<file path="src/design/debug_frame_pkg.sv">
// Purpose: Shared constants and types for the debug line command frame engine
// Assumes: Bytes arrive already deframed from the serial debug line
// Notes:   Check byte polynomial and seed are plain defaults, the line format leaves them open

package debug_frame_pkg;

   // ----------------------------------------------------------------
   // Command bytes and nibbles
   // ----------------------------------------------------------------
   localparam logic [7:0] CMD_RD_PC    = 8'h06;
   localparam logic [7:0] CMD_WR_PC    = 8'h07;
   localparam logic [7:0] CMD_RD_FLAGS = 8'h08;
   localparam logic [7:0] CMD_WR_INSTR = 8'h09;
   localparam logic [3:0] NIB_RD_REG   = 4'h4;
   localparam logic [3:0] NIB_WR_REG   = 4'h5;
   localparam logic [7:0] PAD_BYTE     = 8'h00;

   // ----------------------------------------------------------------
   // Operand and answer lengths in bytes
   // ----------------------------------------------------------------
   localparam logic [2:0] LEN_RD_PC    = 3'h4;
   localparam logic [2:0] LEN_WR_PC    = 3'h4;
   localparam logic [2:0] LEN_RD_FLAGS = 3'h2;
   localparam logic [2:0] LEN_WR_INSTR = 3'h2;
   localparam logic [2:0] LEN_REG      = 3'h4;
   localparam logic [2:0] LEN_LAST     = 3'h1;
   localparam logic [2:0] LEN_NONE     = 3'h0;

   // ----------------------------------------------------------------
   // Check byte defaults
   // ----------------------------------------------------------------
   localparam logic [7:0] CRC_POLY_DEF = 8'h07;
   localparam logic [7:0] CRC_INIT_DEF = 8'h00;

   // Frame engine states
   typedef enum logic [2:0] {ST_IDLE, ST_FETCH, ST_RX, ST_TX, ST_CRC} state_t;

endpackage

</file>
<file path="src/design/debug_frame_crc.sv">
// Purpose: Byte-wide running check byte over one command frame
// Assumes: One byte folded in per enabled clock
// Notes:   Start reseeds and folds the first byte in the same cycle

`timescale 1ns/1ps
`default_nettype none

module debug_frame_crc
#(
   parameter logic [7:0] CRC_POLY = debug_frame_pkg::CRC_POLY_DEF,
   parameter logic [7:0] CRC_INIT = debug_frame_pkg::CRC_INIT_DEF
)
(
   // Clock and reset
   input  wire logic       mclk,
   input  wire logic       rst,
   // Byte feed
   input  wire logic       start,
   input  wire logic       enable,
   input  wire logic [7:0] data_byte,
   // Running value
   output logic      [7:0] crc_value
);

   logic [7:0] crc_reg;
   logic [7:0] crc_next;
   logic [7:0] crc_base;

   // Seed select: a new frame never inherits the old remainder
   assign crc_base  = start ? CRC_INIT : crc_reg;
   assign crc_value = crc_reg;

   // Bitwise MSB-first division, unrolled by the loop
   always_comb
   begin
      crc_next = crc_base ^ data_byte;
      for (int i = 0; i < 8; i++)
      begin
         crc_next = crc_next[7] ? ({crc_next[6:0], 1'b0} ^ CRC_POLY) : {crc_next[6:0], 1'b0};
      end
   end

   // Remainder register
   always_ff @(posedge mclk or posedge rst)
   begin
      if (rst)
         crc_reg <= 8'h00;
      else if (enable)
         crc_reg <= crc_next;
   end

endmodule // debug_frame_crc

`default_nettype wire

</file>
<file path="src/design/debug_serial_command_frames.sv">
// Purpose: Command frame engine behind the debug_line byte receiver and transmitter
// Assumes: rx_valid marks one received byte; tx_ready accepts a held tx byte
// Notes:   Half duplex, bytes received while answering are dropped
//
// Operation
// RL1: PC read 06h answers pad 00h, counter bytes 23:16..7:0, then check byte.
// RL2: PC write 07h takes pad 00h then three counter bytes MSB first; check byte.
// RL3: Flags read 08h answers pad 00h, flags byte, then check byte.
// RL4: Instruction write 09h takes opcode high then low byte; check byte.
// RL5: Register write value bytes arrive high to low; frame closes with check byte.
// RL6: Register read 4xh answers 32-bit value MSB first, then check byte.
// RL7: Register write 5xh takes four value bytes MSB first, then check byte.
// RL8: Check byte covers whole frame; unknown command bytes are ignored.

`timescale 1ns/1ps
`default_nettype none

module debug_serial_command_frames
#(
   parameter logic [7:0] CRC_POLY = debug_frame_pkg::CRC_POLY_DEF,
   parameter logic [7:0] CRC_INIT = debug_frame_pkg::CRC_INIT_DEF
)
(
   // Clock and reset
   input  wire logic        mclk,
   input  wire logic        rst,
   // Received bytes from debug_line
   input  wire logic        rx_valid,
   input  wire logic [7:0]  rx_byte,
   // Bytes to transmit on debug_line
   output logic             tx_valid,
   output logic [7:0]       tx_byte,
   input  wire logic        tx_ready,
   // CPU state taps
   input  wire logic [23:0] program_counter,
   input  wire logic [7:0]  cpu_flags,
   // Program counter load
   output logic             pc_wr_en,
   output logic [23:0]      pc_wr_data,
   // Instruction injection
   output logic             instr_valid,
   output logic [15:0]      instr_opcode,
   // Register file port
   output logic [3:0]       reg_idx,
   input  wire logic [31:0] reg_rd_data,
   output logic             reg_wr_en,
   output logic [31:0]      reg_wr_data
);

   // ----------------------------------------------------------------
   // State
   // ----------------------------------------------------------------
   debug_frame_pkg::state_t state_reg, state_next;
   logic [2:0]  cnt_reg, cnt_next;
   logic [31:0] shift_reg, shift_next;
   logic [7:0]  cmd_reg, cmd_next;
   logic        tx_valid_reg, tx_valid_next;
   logic [7:0]  tx_byte_reg, tx_byte_next;
   logic        pc_wr_en_reg, pc_wr_en_next;
   logic [23:0] pc_wr_data_reg, pc_wr_data_next;
   logic        instr_valid_reg, instr_valid_next;
   logic [15:0] instr_opcode_reg, instr_opcode_next;
   logic [3:0]  reg_idx_reg, reg_idx_next;
   logic        reg_wr_en_reg, reg_wr_en_next;
   logic [31:0] reg_wr_data_reg, reg_wr_data_next;
   logic        crc_start, crc_en, crc_src_tx;
   logic [7:0]  crc_value;

   // ----------------------------------------------------------------
   // Command decode
   // ----------------------------------------------------------------
   wire is_rd_pc    = (rx_byte == debug_frame_pkg::CMD_RD_PC);
   wire is_wr_pc    = (rx_byte == debug_frame_pkg::CMD_WR_PC);
   wire is_rd_flags = (rx_byte == debug_frame_pkg::CMD_RD_FLAGS);
   wire is_wr_instr = (rx_byte == debug_frame_pkg::CMD_WR_INSTR);
   wire is_rd_reg   = (rx_byte[7:4] == debug_frame_pkg::NIB_RD_REG);
   wire is_wr_reg   = (rx_byte[7:4] == debug_frame_pkg::NIB_WR_REG);
   wire is_known    = is_rd_pc | is_wr_pc | is_rd_flags | is_wr_instr | is_rd_reg | is_wr_reg;
   wire tx_free     = !tx_valid_reg || tx_ready;     // Slot free or being emptied
   wire last_rx     = rx_valid && (cnt_reg == debug_frame_pkg::LEN_LAST);
   wire [7:0] crc_byte = crc_src_tx ? shift_reg[31:24] : rx_byte;
   wire [31:0] rx_word = {shift_reg[23:0], rx_byte};

   // Running check byte; fed by host bytes and by our own answer bytes
   debug_frame_crc
   #(
      .CRC_POLY (CRC_POLY),
      .CRC_INIT (CRC_INIT)
   )
   u_crc
   (
      .mclk      (mclk),
      .rst       (rst),
      .start     (crc_start),
      .enable    (crc_en),
      .data_byte (crc_byte),
      .crc_value (crc_value)
   );

   // ----------------------------------------------------------------
   // Frame sequencer
   // ----------------------------------------------------------------
   // Next-state logic; pulses default low so each lasts one cycle
   always_comb
   begin
      state_next        = state_reg;
      cnt_next          = cnt_reg;
      shift_next        = shift_reg;
      cmd_next          = cmd_reg;
      tx_valid_next     = tx_valid_reg;
      tx_byte_next      = tx_byte_reg;
      pc_wr_en_next     = 1'b0;
      pc_wr_data_next   = pc_wr_data_reg;
      instr_valid_next  = 1'b0;
      instr_opcode_next = instr_opcode_reg;
      reg_idx_next      = reg_idx_reg;
      reg_wr_en_next    = 1'b0;
      reg_wr_data_next  = reg_wr_data_reg;
      crc_start         = 1'b0;
      crc_en            = 1'b0;
      crc_src_tx        = 1'b0;
      case (state_reg)
         debug_frame_pkg::ST_IDLE:
         begin
            // RL8: unknown bytes dropped
            if (rx_valid && is_known)
            begin
               crc_start = 1'b1;
               crc_en    = 1'b1;
               cmd_next  = rx_byte;
               // RL1: snapshot counter
               if (is_rd_pc)
               begin
                  shift_next = {debug_frame_pkg::PAD_BYTE, program_counter};
                  cnt_next   = debug_frame_pkg::LEN_RD_PC;
                  state_next = debug_frame_pkg::ST_TX;
               end
               // RL3: snapshot flags
               else if (is_rd_flags)
               begin
                  shift_next = {debug_frame_pkg::PAD_BYTE, cpu_flags, 16'h0000};
                  cnt_next   = debug_frame_pkg::LEN_RD_FLAGS;
                  state_next = debug_frame_pkg::ST_TX;
               end
               // RL6: index to register port
               else if (is_rd_reg)
               begin
                  reg_idx_next = rx_byte[3:0];
                  state_next   = debug_frame_pkg::ST_FETCH;
               end
               else
               begin
                  reg_idx_next = is_wr_reg ? rx_byte[3:0] : reg_idx_reg;
                  cnt_next     = is_wr_instr ? debug_frame_pkg::LEN_WR_INSTR : debug_frame_pkg::LEN_REG;
                  state_next   = debug_frame_pkg::ST_RX;
               end
            end
         end
         debug_frame_pkg::ST_FETCH:
         begin
            // Register port read data is taken one cycle after the index
            shift_next = reg_rd_data;
            cnt_next   = debug_frame_pkg::LEN_REG;
            state_next = debug_frame_pkg::ST_TX;
         end
         debug_frame_pkg::ST_RX:
         begin
            if (rx_valid)
            begin
               crc_en     = 1'b1;
               shift_next = rx_word;
               cnt_next   = cnt_reg - 3'h1;
               if (last_rx)
               begin
                  state_next = debug_frame_pkg::ST_TX;
                  // RL2: pad byte discarded
                  if (cmd_reg == debug_frame_pkg::CMD_WR_PC)
                  begin
                     pc_wr_en_next   = 1'b1;
                     pc_wr_data_next = rx_word[23:0];
                  end
                  // RL4: high byte first
                  else if (cmd_reg == debug_frame_pkg::CMD_WR_INSTR)
                  begin
                     instr_valid_next  = 1'b1;
                     instr_opcode_next = rx_word[15:0];
                  end
                  // RL7: four bytes MSB first
                  else
                  begin
                     reg_wr_en_next   = 1'b1;
                     reg_wr_data_next = rx_word;
                  end
               end
            end
         end
         debug_frame_pkg::ST_TX:
         begin
            if (tx_free)
            begin
               tx_valid_next = 1'b1;
               if (cnt_reg != debug_frame_pkg::LEN_NONE)
               begin
                  crc_en       = 1'b1;
                  crc_src_tx   = 1'b1;
                  tx_byte_next = shift_reg[31:24];
                  shift_next   = {shift_reg[23:0], 8'h00};
                  cnt_next     = cnt_reg - 3'h1;
               end
               // RL5: close frame with check byte
               else
               begin
                  tx_byte_next = crc_value;
                  state_next   = debug_frame_pkg::ST_CRC;
               end
            end
         end
         debug_frame_pkg::ST_CRC:
         begin
            if (tx_ready)
            begin
               tx_valid_next = 1'b0;
               state_next    = debug_frame_pkg::ST_IDLE;
            end
         end
         default:
         begin
            state_next = debug_frame_pkg::ST_IDLE;
         end
      endcase
   end

   // Control registers
   always_ff @(posedge mclk or posedge rst)
   begin
      if (rst)
      begin
         state_reg    <= debug_frame_pkg::ST_IDLE;
         cnt_reg      <= 3'h0;
         cmd_reg      <= 8'h00;
         tx_valid_reg <= 1'b0;
         pc_wr_en_reg <= 1'b0;
         instr_valid_reg <= 1'b0;
         reg_wr_en_reg   <= 1'b0;
      end
      else
      begin
         state_reg    <= state_next;
         cnt_reg      <= cnt_next;
         cmd_reg      <= cmd_next;
         tx_valid_reg <= tx_valid_next;
         pc_wr_en_reg <= pc_wr_en_next;
         instr_valid_reg <= instr_valid_next;
         reg_wr_en_reg   <= reg_wr_en_next;
      end
   end

   // Data registers
   always_ff @(posedge mclk or posedge rst)
   begin
      if (rst)
      begin
         shift_reg        <= 32'h0000_0000;
         tx_byte_reg      <= 8'h00;
         pc_wr_data_reg   <= 24'h00_0000;
         instr_opcode_reg <= 16'h0000;
         reg_idx_reg      <= 4'h0;
         reg_wr_data_reg  <= 32'h0000_0000;
      end
      else
      begin
         shift_reg        <= shift_next;
         tx_byte_reg      <= tx_byte_next;
         pc_wr_data_reg   <= pc_wr_data_next;
         instr_opcode_reg <= instr_opcode_next;
         reg_idx_reg      <= reg_idx_next;
         reg_wr_data_reg  <= reg_wr_data_next;
      end
   end

   // Outputs straight from flops
   assign tx_valid     = tx_valid_reg;
   assign tx_byte      = tx_byte_reg;
   assign pc_wr_en     = pc_wr_en_reg;
   assign pc_wr_data   = pc_wr_data_reg;
   assign instr_valid  = instr_valid_reg;
   assign instr_opcode = instr_opcode_reg;
   assign reg_idx      = reg_idx_reg;
   assign reg_wr_en    = reg_wr_en_reg;
   assign reg_wr_data  = reg_wr_data_reg;

   wire idle_cmd = (state_reg == debug_frame_pkg::ST_IDLE) && rx_valid;
endmodule // debug_serial_command_frames

`default_nettype wire

</file>
<file path="config.mk">
export PLATFORM = sky130hd
export DESIGN_NAME = debug_serial_command_frames
export DESIGN_NICKNAME = d
export VERILOG_FILES = /design/src/design/debug_frame_pkg.sv /design/src/design/debug_frame_crc.sv /design/src/design/debug_serial_command_frames.sv
export SDC_FILE = /design/constraint.sdc
export NUM_CORES = 1
export LEC_CHECK = 0
export CAP_MARGIN = 20
export CORE_MARGIN = 2
export CORE_UTILIZATION = 40
export CTS_CLUSTER_SIZE = 28
export DETAILED_ROUTE_END_ITERATION = 12
export DONT_BUFFER_PORTS = 1
export SYNTH_ARGS = -nofsm -noshare
export SYNTH_HDL_FRONTEND = slang
export SYNTH_SLANG_ARGS = --single-unit
</file>
<file path="constraint.sdc">
create_clock -name mclk -period 6.9 [get_ports mclk]
set_input_delay 0.345 -clock mclk [delete_from_list [all_inputs] [get_ports mclk]]
set_output_delay 0.345 -clock mclk [all_outputs]
set_load 0.005 [all_outputs]
</file>
==> Word-level counts from Yosys, hierarchy flattened <==
Cells that the tools add are included.
{ "word_totals": {"out_inout_bits": 88, "input_bits": 76, "ff_bits": 142} }
{ "classes": {"n_reduce_logical": 19, "n_addsub": 1, "bitwise_logic": 18, "n_mux": 63, "n_eq_ne": 22} }
{ "op_table": {"columns": ["op", "n"], "rows": [
  ["32-bit two-way mux", 6],
  ["32-bit case mux with 4 select lines", 1],
  ["3-bit two-way mux", 22],
  ["8-bit by 3-bit == test with 1-bit output (second input constant)", 3],
  ["8-bit by 4-bit == test with 1-bit output (second input constant)", 3],
  ["8-bit two-way mux", 3],
  ["3-bit inverter", 8],
  ["1-bit two-way mux", 22],
  ["6-bit AND reduction", 3],
  ["3-bit case mux with 5 select lines", 1],
  ["5-bit AND reduction", 3],
  ["2-bit != test (second input constant)", 7],
  ["3-bit case mux with 4 select lines", 1],
  ["4-bit by 3-bit == test with 1-bit output (second input constant)", 2],
  ["4-bit two-way mux", 2],
  ["8-bit XOR", 1],
  ["3-bit by 1-bit == test with 1-bit output (second input constant)", 2],
  ["3-bit by 2-bit == test with 1-bit output (second input constant)", 2],
  ["2-bit two-way mux", 3],
  ["1-bit bitwise OR", 5],
  ["4-bit != test (second input constant)", 1],
  ["1-bit inverter", 4],
  ["2-bit AND reduction", 2],
  ["4-bit AND reduction", 1],
  ["13 further kinds", 15]
]} }

==> Depth between registers and ports, before layout <==
Gate-level depths: netlist (run 1).
{ "logic_depth": {"ltp_word": 27, "ltp_mapped": 10, "mapped_depth_nobuf": 9} }

==> Modules after synthesis <==
From an unflattened synthesis (run 1), not the netlist that was laid out.
{ "hier_totals": {"hier_cells": 568, "hier_area_um2": 6727.7} }
{ "by_module_without_submodules": {"columns": ["mod", "cells_per_inst", "n_inst", "area_each_um2"], "rows": [
  ["debug_serial_command_frames", 509, 1, 6072.1],
  ["debug_frame_crc", 59, 1, 655.6]
]} }

==> Worst setup path after synthesis (run 1) <==
Ideal clock, no wire load.
{ "synth_path": {"path_kind": "reg-to-reg", "start": "register cnt_reg[0]", "end": "register u_crc.crc_reg[7], in the netlist u_crc.crc_value[7]", "arrival_ns": 2.321, "path_slack_ns": 4.463, "stages_incl_launch_ff": 10, "required_time_ns": 6.784, "path_cell_list": "dfrtp_1 inv_1 ha_1 ha_1 or2_1 or3b_1 buf_6 mux2i_1 mux2_2 o311ai_0"} }
{ "synth_via": {"elab_chain_cells": 11, "elab_cells_between_ends": 12, "classes_between": "mux: 8; bitwise: 3; reduce/logical: 1"} }
{ "synth_lines": {"columns": ["item", "line", "rtl"], "rows": [
  ["start: declaration", "debug_serial_command_frames.sv:54", "logic [2:0] cnt_reg, cnt_next;"],
  ["start signal: assignment", "debug_serial_command_frames.sv:249", "cnt_reg <= cnt_next;"],
  ["3-bit nonzero test *", "debug_serial_command_frames.sv:202", "if (cnt_reg != debug_frame_pkg::LEN_NONE)"],
  ["1-bit two-way mux *", "debug_serial_command_frames.sv:202", null],
  ["1-bit two-way mux *", "debug_serial_command_frames.sv:199", "if (tx_free)"],
  ["1-bit two-way mux", "debug_serial_command_frames.sv:122", "case (state_reg)"],
  ["8-bit two-way mux", "debug_serial_command_frames.sv:81", "wire [7:0] crc_byte = crc_src_tx ? shift_reg[31:24] : rx_byte;"],
  ["8-bit XOR", "debug_frame_crc.sv:36", "crc_next = crc_base ^ data_byte;"],
  ["3-bit two-way mux", "debug_frame_crc.sv:39", "crc_next = crc_next[7] ? ({crc_next[6:0], 1'b0} ^ CRC_POLY) : {crc_next[6:0], 1'b0};"],
  ["3-bit inverter (no source line)", null, null],
  ["3-bit two-way mux", "debug_frame_crc.sv:39", null],
  ["3-bit inverter (no source line)", null, null],
  ["3-bit two-way mux", "debug_frame_crc.sv:39", null],
  ["end signal: assignment", "debug_frame_crc.sv:49", "crc_reg <= crc_next;"],
  ["end: declaration", "debug_frame_crc.sv:25", "logic [7:0] crc_reg;"]
]} }
Every way passes the cells marked *; elsewhere a longest branch is shown, timed or not.
A chain may end at the register's enable or synchronous reset.

==> Worst setup path after layout (run 1) <==
Same ends and word-level chain as after synthesis.

==> results of run 1 <==
==> power by group through the flow <==
stage          Clock (W)  Sequential, W  Combinational [W]
6_report        0.000881        0.00139            0.00131
4_1_cts         0.000899        0.00139            0.00129
3_5_place_dp           0        0.00140            0.00129
5_1_grt         0.000938        0.00142            0.00146
3_3_place_gp           0        0.00139            0.00124
2_1_floorplan          0        0.00124            0.00113
==> cell families after synthesis <==
| kind of cell | count (synthesis) | share of synthesized area, % |
|---|---|---|
| muxes | 104 | 16.68 |
| xor gates and xnor gates | 36 | 4.761 |
| AOI/OAI and AO/OA | 152 | 13.80 |
| buffers and inverters | 71 | 4.170 |
| adders and majority gates | 3 | 0.5213 |
| DFF | 142 | 49.35 |
| and+or+nand+nor | 161 | 10.72 |
==> area by class of cell <==
cell class,instances,share of cell area [%]
clock inverter,11,1.469
multi-input combinational,456,42.46
clock buffer,21,5.687
timing repair buffer,8,0.9795
tap,229,3.618
inverter,18,0.9163
sequential,142,44.87
==> worst max-delay path by stage <==
stage / endpoint / from
after floorplan: cmd_reg[0] / rst
after global placement: u_crc.crc_value[7] / cnt_reg[0]
after detailed placement: u_crc.crc_value[7] / cnt_reg[0]
after CTS: u_crc.crc_value[7] / cnt_reg[0]
after global routing: u_crc.crc_value[7] / cnt_reg[0]
final: u_crc.crc_value[7] / cnt_reg[0]
==> what timing repair did <==
| action | CTS | global route |
|---|---|---|
| hold buffers | 2 | 0 |
| endpoints found under the hold margin | 84 | 0 |
| resized for setup | 0 | 0 |
==> per-stage QoR <==
stage	area [um^2]	utilization, %	power, W
3_3_place_gp	7313	40.99	0.002625
4_1_cts	7900	44.28	0.003581
3_5_place_dp	7313	40.99	0.002689
6_report	7920	44.39	0.003583
2_1_floorplan	7201	-	0.002374
5_1_grt	7920	44.39	0.003823
==> routing by layer <==
| metal | vias to the layer above | part of all wire (%) | wire length, um |
|---|---|---|---|
| met2 | 173 | 51 | 9643 |
| met5 | - | 0 | 0 |
| li1 | 2308 | - | - |
| met3 | 35 | 7.8 | 1483 |
| met1 | 2572 | 39 | 7471 |
| met4 | 0 | 2.4 | 456 |
==> worst register-to-register path: stages, from the launching register on <==
cell and delay (ns):
dfrtp_1 0.38, inv_1 0.06, ha_1 0.19, ha_1 0.39, or2_1 0.32, or3b_1 0.69, mux2i_1 0.35, mux2_2 0.36
o311ai_0 0.27
==> cell usage after synthesis (all sizes together) (12+ instances only) <==
library cell and number:
a21oi 35, a22oi 24, buf 23, clkbuf 30, dfrtp 142, inv 18, mux2 78, mux2i 26
nand2 77, nand2b 12, nor2 24, o21ai 38, o31ai 17, xnor2 22, xor2 12
==> impl_metrics.py, run 1 <==
metrics = {
    "worst_setup_path": {
        "end_kind": "flop",
        "slowest_stage": "or3b_1",
        "r2r_setup_slack_ns": 3.79,
        "reg2regPathDepth": 8,
        "max_stage_delay_ns": 0.69,
        "path_delay_family": "simple AND/OR/NAND/NOR gates",
        "crit_chain": "inv_1, ha_1, ha_1, or2_1, or3b_1, mux2i_1, mux2_2, o311ai_0",
        "arrival_ns": 3.41,
        "r2r_start": "cnt_reg[0]",
        "crit_type": "reg2reg",
        "start_kind": "flop",
        "cp_data_required_time_ns": 7.20,
        "reg2reg_to": "u_crc.crc_value[7]",
        "crit_top_cell": "ha_1",
        "path_buf_inv": 1,
        "path_max_fanout": 12,
        "cp.depth": 8,
    },
    "placement": {
        "dp.cells": 850,
        "io_buffers": 0,
        "dpl.hpwl_um": 13510,
        "pre_cts_ws_ns": 3.797,
        "gp_congestion": 0.8448,
    },
    "cells_and_area": {
        "seq_area_um2": 3553,
        "fillers": 1615,
        "final_cell_mix": "dfrtp_1 (142), mux2_2 (77), nand2_1 (76)",
        "drive_gt1_share_pct": 20.12,
        "multi_input_area_um2": 3363,
        "area_growth_pct": 9.991,
        "fin_cells": 885,
        "final_common_cell": "dfrtp_1",
        "nets": 722,
        "num_antenna_cells": 0,
    },
    "synthesis": {
        "synth_edf_count": 0,
        "syn-num-nets": 748,
        "synth-seq-area-share_pct": 49.35,
        "synthCells": 669,
        "synth_seq_cells": 142,
        "yosysTopAreaCellShare_pct": 49.35,
        "syn-cell-area_um2": 7201,
        "yosys_most_used_dff": "dfrtp_1",
        "synth.avg_cell_area_um2": 10.76,
        "synth.distinct_cells": 62,
        "yosysWarnings": 0,
        "synthArstFlopShare_pct": 100.0,
        "synthTopCellsByArea": "dfrtp_1 (49%), mux2_2 (12%), nand2_1 (4.0%)",
        "yosysTopAreaCell": "dfrtp_1",
    },
    "floorplan": {
        "die_h_um": 138.2,
        "die-area_um2": 19090,
        "pin_count": 164,
        "start_util_pct": 40.36,
        "rows": 49,
        "die_w_um": 138.2,
        "core_um2": 17840,
    },
    "route": {
        "drt_iter0_drc": 381,
        "drc": 0,
        "antenna_left": 0,
        "wl_per_cell_um": 21.53,
        "vias": 5088,
        "postRouteWirelength_um": 19050,
        "via_per_inst": 5.749,
        "drtPass1Iterations": 7,
    },
    "hold_path": {
        "whs_path_depth": 2,
        "worstHoldStart": "rx_byte[4]",
        "worstHoldPathType": "in2reg",
        "hold_path_end": "cmd_reg[4]",
    },
    "power_and_ir_drop": {
        "peakVddDrop_mv": 0.2323,
        "p_int_w": 0.002208,
        "p_leak_nw": 3.564,
        "cellPowerDensity_nw_per_um2": 452.4,
        "swShare_pct": 38.38,
        "p_seq_share_pct": 38.8,
        "p_clk_share_pct": 24.6,
        "p_sw_w": 0.001375,
        "power_frac_comb_pct": 36.6,
    },
    "job": {
        "maxCapViolCount": 0,
    },
    "cts": {
        "ctsRootBufferMaster": "clkbuf_16",
        "clkTransAtPathRegs_ns": 0.06,
        "cts_max_level": 4,
        "cts_buffers": 17,
        "cts_tree": "done",
        "clock_sinks": 142,
        "cts.path.max_buffers": 2,
        "clock_latency_ns": 0.42,
        "cts_setup_buffers": 0,
    },
    "timing": {
        "relSlewSlack_pct": 34.85,
        "fin_skew_ns": 0.006883,
        "fin_crit_sh_pct": 45.07,
        "period_minus_slack_ns": 3.110,
        "setup_ws_ns": 3.790,
        "fin_setup_tns_ns": 0,
        "rsz0062_at_grt": "no",
        "setup_viol": 0,
        "drv_slew": 0,
        "final_hold_viol_count": 0,
        "whs_ns": 0.04596,
        "worst_slew_pin_slew_ns": 0.9728,
        "fmax_ghz": 0.3216,
    },
    "global_route": {
        "grtUsageMet1_pct": 24.05,
        "antenna_found_initial": 0,
        "use_met2_pct": 33.90,
        "grt_max_degree": 85,
        "grt-ovfl-total": 0,
        "gr-usage-all-layers_pct": 20.16,
        "grt_busiest_layer": "met2",
        "grt_pass1_vias": 5203,
        "grt_pass1_wl_um": 30350,
        "met3_usage_pct": 7.066,
    },
    "outcome": {
        "status": "finished, final reports clean",
    },
}
Power figures use the tool's default switching activity.
==> inputs of run 2 (changes only) <==
clock period = 2.65 ns   (was 6.9 ns; I/O delays follow)
==> impl_metrics.py, run 2 (synthesized netlist as in run 1, its figures left out) <==
metrics = {
    "outcome": {
        "status": "finished, final reports clean",
    },
    "worst_setup_path": {
        "arrival_ns": 2.82,
        "start_kind": "flop",
        "crit_chain": "inv_1, ha_1, ha_1, or2_1, or3b_1, buf_6, mux2i_4, and3b_1, o31ai_1, o2111ai_1",
        "cp_data_required_time_ns": 2.94,
        "crit_top_cell": "ha_1",
        "crit_type": "reg2reg",
        "max_stage_delay_ns": 0.42,
        "r2r_setup_slack_ns": 0.11,
        "end_kind": "flop",
        "slowest_stage": "or3b_1",
        "path_max_fanout": 6,
    },
    "cts": {
        "cts_setup_buffers": 0,
        "ctsRootBufferMaster": "clkbuf_16",
        "clock_latency_ns": 0.42,
        "cts.path.max_buffers": 2,
        "cts_max_level": 4,
        "cts_tree": "done",
        "clock_sinks": 142,
        "clkTransAtPathRegs_ns": 0.06,
        "cts_buffers": 17,
    },
    "cells_and_area": {
        "area_growth_pct": 16.72,
        "final_cell_mix": "dfrtp_1 (142), mux2_2 (77), nand2_1 (76)",
        "utilization_pct": 47.11,
        "drive_gt1_share_pct": 21.16,
        "final_common_cell": "dfrtp_1",
        "nets": 770,
        "num_antenna_cells": 0,
    },
    "timing": {
        "fin_crit_sh_pct": 95.82,
        "fin_setup_tns_ns": 0,
        "period_minus_slack_ns": 2.539,
        "worst_slew_pin_slew_ns": 1.022,
        "fmax_ghz": 0.3938,
        "setup_viol": 0,
        "relSlewSlack_pct": 31.59,
        "final_hold_viol_count": 0,
        "rsz0062_at_grt": "no",
        "fin_skew_ns": 0.009955,
        "drv_slew": 0,
    },
    "global_route": {
        "grt-ovfl-total": 0,
        "antenna_found_initial": 1,
        "grt_pass1_wl_um": 31350,
        "grt_max_degree": 143,
        "gr-usage-all-layers_pct": 20.90,
        "grt_pass1_vias": 5558,
    },
    "route": {
        "via_per_inst": 5.666,
        "vias": 5286,
        "drt_iter0_drc": 328,
        "wl_met2_um": 9988,
        "wl_met3_um": 1511,
        "wl_per_cell_um": 21.11,
        "drtPass1Iterations": 5,
        "postRouteWirelength_um": 19700,
        "wl_met1_um": 7808,
        "routed.top_layer": "met4",
        "antenna_left": 0,
        "drc": 0,
    },
    "floorplan": {
        "pin_count": 164,
        "start_util_pct": 40.36,
        "die_w_um": 138.2,
        "core_um2": 17840,
        "rows": 49,
        "die_h_um": 138.2,
        "die-area_um2": 19090,
    },
    "power_and_ir_drop": {
        "peakVddDrop_mv": 0.5553,
        "p_leak_nw": 3.784,
        "cellPowerDensity_nw_per_um2": 1140,
    },
    "placement": {
        "gp_congestion": 0.8662,
        "io_buffers": 0,
        "dpl.hpwl_um": 13570,
    },
    "hold_path": {
        "worstHoldPathType": "in2reg",
    },
    "job": {
        "maxCapViolCount": 0,
    },
}
==> run 2: cell types whose count changed in the layout (fill, tap and decap cells not counted), moves of 2 or more <==
| cell | before | now |
|---|---|---|
| buf_4 | 5 | 18 |
| clkbuf_1 | 3 | 1 |
| clkinv_2 | 5 | 2 |
| clkinv_4 | 0 | 4 |
| dlygate4sd3_1 | 2 | 35 |
==> run 2: what timing repair did <==
action | 4_1_cts | 5_1_grt
hold buffers | 35 | 0
gates resized for setup | 0 | 2
hold endpoints to repair | 203 | 0
endpoints found under the setup margin | 0 | 2
==> run 2: cell type report <==
class | instances | area, um^2
Clock inverter | 12 | 136.4
Timing Repair Buffer | 56 | 536.8
Inverter | 18 | 71.32
Fill cell | 1621 | 9437
Multi-Input combinational cell | 456 | 3363
Sequential cell | 142 | 3553
Clock buffer | 20 | 456.7
Tap cell | 229 | 286.5
==> run 2: worst paths after layout <==
kind / startpoint / to / cells past startpoint
min in group asynchronous: rst / pc_wr_data[12] / 3
worst max register to register: cnt_reg[0] / u_crc.crc_value[3] / 10
worst min-delay path: reg_rd_data[9] / shift_reg[9] / 4
worst min register to register: cmd_reg[4] / cmd_reg[4] / 2
worst max-delay path: cnt_reg[0] / u_crc.crc_value[3] / 10
max in group asynchronous: rst / tx_byte[0] / 3
==> run 2: report_power, final <==
group          leakage, nW  total (W)  internal (W)  switching, W
sequential            1.89    0.00359       0.00283      0.000765
clock                0.283    0.00238       0.00144      0.000937
combinational         1.62    0.00362       0.00164       0.00198
total                 3.78    0.00958       0.00591       0.00368
==> run 2: critical path, delay by kind of cell, from the launching register on <==
family / cells / cell delay [ns]
compound gates: 2 / 0.38
simple gates: 3 / 0.84
mux: 1 / 0.21
flops: 1 / 0.38
fa+ha+maj: 2 / 0.37
buf+inv: 2 / 0.24
==> run 2: layer usage <==
layer  vias to the layer above  global-route usage [%]
li1                       2411                       -
met1                      2643                   25.38
met2                       198                   35.62
met3                        34                   6.547
met4                         0                   6.606
met5                         -                       0
==> run 2: per-stage QoR <==
step / area (um^2) / hold WS [ns] / std cells / setup slack (ns) / total power (W)
2_1_floorplan: 7204 / 0.2165 / 669 / 0.2134 / 0.006183
4_1_cts: 8401 / 0.03472 / 933 / 0.09356 / 0.009624
3_3_place_gp: 7457 / 0.2234 / 866 / 0.1627 / 0.007019
5_1_grt: 8404 / 0.05008 / 933 / 0.01534 / 0.01022
3_5_place_dp: 7457 / 0.2254 / 866 / 0.07399 / 0.007172
6_report: 8404 / 0.03976 / 933 / 0.1108 / 0.009584
